===== config.mk =====
export PLATFORM = sky130hd
export DESIGN_NAME = cfc_fault_confinement
export DESIGN_NICKNAME = d
export VERILOG_FILES = /design/src/hw/cfc_pkg.sv /design/src/hw/cfc_run_if.sv /design/src/hw/cfc_run_counter.sv /design/src/hw/cfc_fault_confinement.sv
export VERILOG_INCLUDE_DIRS = /design/src /design/src/hw
export SDC_FILE = /design/constraint.sdc
export NUM_CORES = 1
export LEC_CHECK = 0
export ABC_AREA = 0
export BUFFER_PORTS_ARGS = -buffer_cell sky130_fd_sc_hd__buf_2
export CAP_MARGIN = 10
export CORE_ASPECT_RATIO = 1.1
export CORE_MARGIN = 10
export CORE_UTILIZATION = 40
export DETAILED_ROUTE_END_ITERATION = 8
export SETUP_SLACK_MARGIN = 0.5
export SLEW_MARGIN = 20
export SYNTH_ARGS = -nofsm -noshare
export SYNTH_HDL_FRONTEND = slang
export SYNTH_SLANG_ARGS = --single-unit

===== constraint.sdc =====
create_clock -name clk -period 5.3 [get_ports clk]
set_clock_uncertainty 0.15 [all_clocks]
set_input_delay 0.265 -clock clk [delete_from_list [all_inputs] [get_ports clk]]
set_output_delay 0.265 -clock clk [all_outputs]
set_load 0.05 [all_outputs]

===== src/hw/cfc_defs.svh =====
// cfc_defs.svh: constants of the fault confinement block.
// assumes: included by bare name in the design files; the testbench files repeat the numbers as literals.
`ifndef CFC_DEFS_SVH
`define CFC_DEFS_SVH
`define CFC_TALLY_W      8
`define CFC_SYNC_BITS    11
`define CFC_OFF_SEQS     128
`define CFC_WARN_LEVEL   96
`define CFC_PASSIVE_LVL  128
`define CFC_STEP_BIG     8
`define CFC_STEP_ONE     1
`define CFC_DOM_ACTIVE   14
`define CFC_DOM_PASSIVE  8
`define CFC_DOM_AGAIN    8
`define CFC_RX_MSB       7
`endif


===== src/hw/cfc_pkg.sv =====
// cfc_pkg.sv: types of the fault confinement block.
// assumes: nothing beyond a SystemVerilog compiler.
package cfc_pkg;
	typedef enum logic [2:0] {
		CFC_SYNC,
		CFC_ACTIVE,
		CFC_WARNING,
		CFC_PASSIVE,
		CFC_BUSOFF
	} cfc_state_type;
	typedef logic [7:0] cfc_tally_type;
endpackage


===== src/hw/cfc_run_if.sv =====
// cfc_run_if.sv: carries a recessive run count request and result.
// assumes: one clock, both ends in the same domain.
`timescale 1ns/1ps
`default_nettype none
interface cfc_run_if;
	logic bitTick;   // one sampled bus bit
	logic recessive; // level of that bit
	logic clear;     // restart the run count
	logic runDone;   // eleven recessive bits seen
	modport owner (output bitTick, output recessive, output clear, input runDone);
	modport counter (input bitTick, input recessive, input clear, output runDone);
endinterface
`default_nettype wire


===== src/hw/cfc_run_counter.sv =====
// cfc_run_counter.sv: counts consecutive recessive bits, pulses on the eleventh.
// assumes: bitTick is a one-cycle enable per bus bit.
`timescale 1ns/1ps
`default_nettype none
`include "cfc_defs.svh"
module cfc_run_counter #(
	parameter int RUN_BITS = `CFC_SYNC_BITS
) (
	input  wire logic clk,  // bit logic clock
	input  wire logic rstn, // async reset, active low
	cfc_run_if.counter run  // run request and result
);
	logic [4:0] runCnt_ff;
	logic [4:0] nxt_runCnt;
	logic       runDone_ff;
	logic       hit;
	// a dominant bit restarts the run; count restarts after each full run
	assign hit = run.bitTick && run.recessive && (runCnt_ff == 5'(RUN_BITS - 1));
	assign nxt_runCnt = (run.clear || (run.bitTick && !run.recessive) || hit) ? 5'h00 :
	                    run.bitTick ? runCnt_ff + 5'h01 : runCnt_ff;
	assign run.runDone = runDone_ff;
	always_ff @(posedge clk or negedge rstn) begin
		if (!rstn) begin
			runCnt_ff  <= 5'h00;
			runDone_ff <= 1'b0;
		end else begin
			runCnt_ff  <= nxt_runCnt;
			runDone_ff <= hit && !run.clear;
		end
	end
endmodule
`default_nettype wire


===== src/hw/cfc_fault_confinement.sv =====
// cfc_fault_confinement.sv: error tallies and node state of a CAN controller.
// assumes: error detection supplies one-cycle event pulses, bitTick per bus bit.
`timescale 1ns/1ps
`default_nettype none
`include "cfc_defs.svh"
module cfc_fault_confinement #(
	parameter int SYNC_BITS = `CFC_SYNC_BITS,
	parameter int OFF_SEQS  = `CFC_OFF_SEQS
) (
	input  wire logic              clk,           // bit logic clock, 100 MHz
	input  wire logic              rstn,          // async reset, active low
	input  wire logic              enable,        // module enable
	input  wire logic              wakeUp,        // wake-up pulse
	input  wire logic              bitTick,       // one pulse per sampled bus bit
	input  wire logic              rxBit,         // sampled bus level, 1 recessive
	input  wire logic              rxFlagBitErr,  // receiver bit error in active flag
	input  wire logic              rxDomAfterFlag,// dominant first bit after own flag
	input  wire logic              rxOtherErr,    // receiver stuff/form/crc/ack error
	input  wire logic              txFlagBitErr,  // transmitter bit error in active flag
	input  wire logic              txOtherErr,    // transmitter stuff/form/crc/ack error
	input  wire logic              txArbStuffErr, // stuff error was in arbitration
	input  wire logic              txAckErr,      // transmitter error was ack error
	input  wire logic              domInPassFlag, // dominant seen during passive flag
	input  wire logic              domRunAfterFlag,// dominant run after flag, count step
	input  wire logic              flagWasPassive,// that flag was passive
	input  wire logic              isTransmitter, // node is transmitting this frame
	input  wire logic              rxValid,       // valid reception pulse
	input  wire logic              txValid,       // valid transmission pulse
	output cfc_pkg::cfc_state_type nodeState,     // confinement state
	output logic                   busOn,         // node may take part in traffic
	output logic                   driverEn,      // bus output driver enable
	output logic                   dominantFlag,  // error flags are dominant
	output logic [15:0]            fault_tally_register // transmit:receive tallies
);
	import cfc_pkg::*;
	cfc_state_type state_ff;
	cfc_state_type nxt_state;
	cfc_tally_type receive_fault_tally_ff;
	cfc_tally_type transmit_fault_tally_ff;
	logic [8:0]    nxt_rx;
	logic [8:0]    nxt_tx;
	logic [7:0]    seqCnt_ff;
	logic [7:0]    nxt_seqCnt;
	logic [4:0]    domCnt_ff;
	logic [4:0]    nxt_domCnt;
	logic          domAgain_ff;
	logic          domStep;
	logic          enable_ff;
	logic          enRise;
	logic          resync;
	logic          inSync;
	logic          inOff;
	logic          rxAdd8;
	logic          rxAdd1;
	logic          txAdd8;
	logic          rxSat;
	logic          passiveNow;
	logic          activeNow;
	logic          warnNow;
	logic          offEnd;
	cfc_run_if     run ();

	cfc_run_counter #(.RUN_BITS(SYNC_BITS)) u_run (
		.clk  (clk),
		.rstn (rstn),
		.run  (run)
	);

	// run counter is shared by the sync wait and the bus off recovery
	assign enRise        = enable && !enable_ff;
	assign resync        = enRise || wakeUp;
	assign inSync        = (state_ff == CFC_SYNC);
	assign inOff         = (state_ff == CFC_BUSOFF);
	assign run.bitTick   = bitTick && enable;
	assign run.recessive = rxBit;
	assign run.clear     = resync || !(inSync || inOff);

	// dominant runs after a flag: 14 after active, 8 after passive, then every 8 more
	assign nxt_domCnt = !domRunAfterFlag ? 5'h00 :
	                    (bitTick && !rxBit) ? (domStep ? 5'h00 : domCnt_ff + 5'h01) : domCnt_ff;
	assign domStep = domRunAfterFlag && bitTick && !rxBit &&
	                 (domCnt_ff == (domAgain_ff ? 5'(`CFC_DOM_AGAIN - 1) :
	                  flagWasPassive ? 5'(`CFC_DOM_PASSIVE - 1) : 5'(`CFC_DOM_ACTIVE - 1)));

	// increment causes; bus off means no activity, so nothing counts there
	assign rxSat  = receive_fault_tally_ff[`CFC_RX_MSB];
	assign rxAdd8 = !isTransmitter && (rxFlagBitErr || rxDomAfterFlag || domStep);
	assign rxAdd1 = !isTransmitter && rxOtherErr;
	assign txAdd8 = isTransmitter && (txFlagBitErr || domStep ||
	                (txOtherErr && !txArbStuffErr &&
	                 !(txAckErr && passiveNow && !domInPassFlag)));

	// receive tally: saturates once bit 7 set, decrement on valid frame
	always_comb begin
		nxt_rx = {1'b0, receive_fault_tally_ff};
		if (inOff || inSync) begin
			nxt_rx = nxt_rx;
		end else if ((rxAdd8 || rxAdd1) && !rxSat) begin
			nxt_rx = nxt_rx + (rxAdd8 ? 9'(`CFC_STEP_BIG) : 9'(`CFC_STEP_ONE));
			if (nxt_rx[8]) begin
				nxt_rx = 9'h0ff;
			end
		end else if (rxValid && receive_fault_tally_ff != 8'h00) begin
			nxt_rx = nxt_rx - 9'h001;
		end
		if (offEnd) begin
			nxt_rx = 9'h000;
		end
	end

	// transmit tally: a carry out of bit 7 is the step past 255
	always_comb begin
		nxt_tx = {1'b0, transmit_fault_tally_ff};
		if (inOff || inSync) begin
			nxt_tx = nxt_tx;
		end else if (txAdd8) begin
			nxt_tx = nxt_tx + 9'(`CFC_STEP_BIG);
		end else if (txValid && transmit_fault_tally_ff != 8'h00) begin
			nxt_tx = nxt_tx - 9'h001;
		end
		if (offEnd) begin
			nxt_tx = 9'h000;
		end
	end

	// state from the tallies that are being written this cycle
	assign passiveNow = (state_ff == CFC_PASSIVE);
	assign activeNow  = (nxt_tx < 9'(`CFC_PASSIVE_LVL)) && (nxt_rx < 9'(`CFC_PASSIVE_LVL));
	assign warnNow    = (nxt_tx >= 9'(`CFC_WARN_LEVEL)) || (nxt_rx >= 9'(`CFC_WARN_LEVEL));
	assign offEnd     = inOff && run.runDone && (seqCnt_ff == 8'(OFF_SEQS - 1));
	assign nxt_seqCnt = !inOff ? 8'h00 : (run.runDone ? seqCnt_ff + 8'h01 : seqCnt_ff);

	always_comb begin
		nxt_state = state_ff;
		case (state_ff)
			CFC_SYNC: begin
				if (run.runDone && !resync) begin
					// tallies kept over a wake-up still decide the level that is rejoined
					nxt_state = !activeNow ? CFC_PASSIVE : (warnNow ? CFC_WARNING : CFC_ACTIVE);
				end
			end
			CFC_BUSOFF: begin
				if (offEnd) begin
					nxt_state = CFC_ACTIVE;
				end
			end
			CFC_ACTIVE, CFC_WARNING, CFC_PASSIVE: begin
				if (nxt_tx[8]) begin
					nxt_state = CFC_BUSOFF;
				end else if (!activeNow) begin
					nxt_state = CFC_PASSIVE;
				end else if (warnNow) begin
					nxt_state = CFC_WARNING;
				end else begin
					nxt_state = CFC_ACTIVE;
				end
			end
			default: begin
				nxt_state = CFC_SYNC;
			end
		endcase
		if (resync || !enable) begin
			nxt_state = CFC_SYNC;
		end
	end

	// keep state and tallies apart from the small helper flops
	always_ff @(posedge clk or negedge rstn) begin
		if (!rstn) begin
			state_ff                <= CFC_SYNC;
			receive_fault_tally_ff  <= 8'h00;
			transmit_fault_tally_ff <= 8'h00;
		end else begin
			state_ff                <= nxt_state;
			receive_fault_tally_ff  <= nxt_rx[7:0];
			transmit_fault_tally_ff <= nxt_tx[8] ? 8'hff : nxt_tx[7:0];
		end
	end

	always_ff @(posedge clk or negedge rstn) begin
		if (!rstn) begin
			seqCnt_ff     <= 8'h00;
			domCnt_ff     <= 5'h00;
			domAgain_ff   <= 1'b0;
			enable_ff     <= 1'b0;
		end else begin
			seqCnt_ff     <= nxt_seqCnt;
			domCnt_ff     <= nxt_domCnt;
			domAgain_ff   <= domRunAfterFlag && (domAgain_ff || domStep);
			enable_ff     <= enable;
		end
	end

	// flag polarity follows the state held while the error is seen, so the
	// error that makes the node passive still goes out dominant
	assign nodeState    = state_ff;
	assign busOn        = !(inSync || inOff);
	assign driverEn     = enable && !inOff && !inSync;
	assign dominantFlag = !passiveNow;
	assign fault_tally_register = {transmit_fault_tally_ff, receive_fault_tally_ff};
endmodule
`default_nettype wire


==> results_dict.tcl <==
set metrics [dict create \
    startpoint_type "register" \
    ys_warn_count 0 \
    p_seq_share_pct 46.9 \
    die_w_um 98.0 \
    worstPathCellList "or4b_4 -> o21ai_4 -> nand2_1 -> a21o_1 -> ha_1 -> ha_1 -> a31o_2 -> nand4_1 -> nor3_1 -> a31oi_1 -> xnor2_1 -> a32oi_1 -> a211oi_2" \
    grt_first_pass_wirelength_mm 11.6 \
    p_int_uw 517 \
    setup_viol 0 \
    rsz0062_at_grt "false" \
    critPathCaptureType "register" \
    grt_pass1_vias 2447 \
    final_cell_area_um2 3080 \
    synth_nets 344 \
    htreeDepth 2 \
    die_height_um 106 \
    worstSetupPathType "reg -> reg" \
    final_util_pct 47.1 \
    synth-edff-count 0 \
    syn_area_um2 2680 \
    postRouteAntennaNets 0 \
    drtIter0Drc 146 \
    syn_inst 313 \
    required_ns 5.35 \
    cts_tree "done" \
    cts_resized 0 \
    antenna_found_initial 0 \
    cts_setup_buffers 0 \
    syn_avg_cell_area_um2 8.55 \
    cts-buffers-inserted 5 \
    vias 2431 \
    finalNetCount 383 \
    grt.total_usage_pct 12.9 \
    layout-drive-gt1-share_pct 17.0 \
    port_buffers 40 \
    slowest_stage "or4b_4" \
    die_area_um2 10400 \
    routed_wl_mm 6.53 \
    clockBufferDepth 2 \
    arrival_ns 3.17 \
    layout_common_cells "dfrtp_1, buf_2, nor2_1, nand2_1, nand3_1" \
    synth_top_area_share_pct 37.4 \
    clockPowerShare_pct 43.4 \
    synth_area_leaders "dfrtp_1, ha_1, nor2_1" \
    synthArstFlopShare_pct 100 \
    grt-ovfl-total 0 \
    grt_max_degree 41 \
    drv_cap 0 \
    fin_crit_ns 3.12 \
    fin_crit_sh_pct 58.9 \
    num_io_pins 41 \
    synth_top_area_cell "dfrtp_1" \
    vdd_drop_max_mv 0.138 \
    initial_utilization_pct 40.8 \
    core-area_um2 6560 \
    synth_ff_type "dfrtp_1" \
    fmax_ghz 0.320 \
    critical_path.max_fanout 5 \
    slew_headroom_pct 39.5 \
    leakagePower_nw 1.46 \
    clkTransAtPathRegs_ns 0.08 \
    hold_class "in -> reg" \
    place_congestion 0.845 \
    cts_sinks 40 \
    n_antenna_cell 0 \
    synth-seq-area-share_pct 37.4 \
    dr.pass1.iters 5 \
    slowest_delay_ns 0.55 \
    netSwitchingFraction_pct 22.8 \
    post-route-drc-count 0 \
    worst_pin_slew_ns 0.907 \
    netlist-cell-type-count 60 \
    cts_root_buffer "clkbuf_8" \
    hpwl_mm 4.90 \
    clk-insertion-delay-late_ns 0.29 \
    switching_power_uw 153 \
    slew_viol_final 0 \
    whs_ns 0.0431 \
    wl_per_cell_um 15.0 \
    num_rows 31 \
    placed_area_um2 2940 \
    final_hold_viol_count 0 \
    cp_common_cell "ha_1" \
    synth.ff_latch_count 40 \
    tns_ns 0 \
    power.density_nw_per_um2 217 \
    area_delta_synth_final_pct 15.3 \
    viasPerCell 5.60 \
    status "complete, no violations" \
    pwr-share-comb_pct 9.7 \
]
==> routing by layer <==
metal	track usage (%)	part of all wire [%]
met3	2.94	5.0
met1	15.3	44
met2	22.8	51
met4	3.43	0.58
met5	0	0
==> synthesized netlist by cell type, types with 3 or more instances <==
master	instances
nand2_1	31
nor3_1	5
nor2b_1	3
dfrtp_1	40
nand4_1	9
xor2_1	10
and2_1	6
nand2b_1	4
and3_1	6
nor2_1	37
inv_1	14
o21ai_0	22
ha_1	12
nand3_1	23
clkbuf_1	9
o21ai_1	3
xnor2_1	6
or3_1	6
nor4_1	6
a21o_1	3
a21oi_1	11
==> timing repair <==
action / 4_1_cts / 5_1_grt
hold buffers: 2 / 0
endpoints found under the hold margin: 33 / 0
setup endpoints to repair: 0 / 0
==> power groups by stage <==
| stage | clock [mW] | sequential, mW | combinational [mW] |
|---|---|---|---|
| floorplan | 0 | 0.324 | 0.0362 |
| global placement | 0 | 0.320 | 0.0645 |
| detailed placement | 0 | 0.320 | 0.0648 |
| CTS | 0.299 | 0.314 | 0.0664 |
| global route | 0.310 | 0.315 | 0.0753 |
| finish | 0.291 | 0.314 | 0.0653 |
==> per-stage QoR <==
stage                     worst slack, ns  total power [mW]  std cells
after floorplan                      2.37             0.360        313
after global placement               2.27             0.384        425
after detailed placement             2.19             0.385        425
after CTS                            2.17             0.679        434
after global routing                 1.95             0.701        434
final                                2.18             0.670        434
==> cell families after synthesis <==
group,Yosys count,share of synthesized area [%]
fa+ha+maj,12,5.61
simple gates,150,29.7
mux,1,0.374
buf+inv,25,3.84
compound gates,69,17.9
flops,40,37.4
xor+xnor,16,5.24
==> worst max-delay path: cells and delay by family (launching register included) <==
kind / cells / cell delay (ns)
AND/OR/NAND/NOR: 4 / 0.78
flip-flops: 1 / 0.40
adder cells (fa/ha/maj): 2 / 0.42
XOR/XNOR: 1 / 0.18
AO/OA/AOI/OAI: 6 / 1.10
==> worst paths after layout <==
kind | start | to | slack, ns | cells past startpoint
max in group asynchronous | rstn | nodeState[0]$_DFFE_PN0P_ | 3.94 | 2
hold / removal | wakeUp | u_run.run.runDone$_DFF_PN0_ | 0.04 | 2
setup / recovery | domAgain_ff$_DFF_PN0_ | nodeState[1]$_DFFE_PN0P_ | 2.18 | 13
min in group asynchronous | rstn | u_run.runCnt_ff[0]$_DFFE_PN0P_ | 0.49 | 2
setup reg to reg | domAgain_ff$_DFF_PN0_ | nodeState[1]$_DFFE_PN0P_ | 2.18 | 13
hold reg to reg | seqCnt_ff[7]$_DFFE_PN0P_ | seqCnt_ff[7]$_DFFE_PN0P_ | 0.39 | 2
==> sequential cells by signal (all words and copies together) (netlist names) <==
register,cells
receive_fault_tally_ff,8
seqCnt_ff,8
transmit_fault_tally_ff,8
domCnt_ff,5
u_run.runCnt_ff,5
nodeState,3
domAgain_ff,1
enable_ff,1
u_run.run.runDone,1
==> layout make-up <==
type	count	area, um2
fillers	670	3470
multi-input cells	248	1570
flip-flops and latches	40	1000
repair buffers	43	228
well taps	82	103
clock buffers	5	68.8
clock inverters	2	60.1
inverters	14	52.6
(Power assumes the default switching activity.)
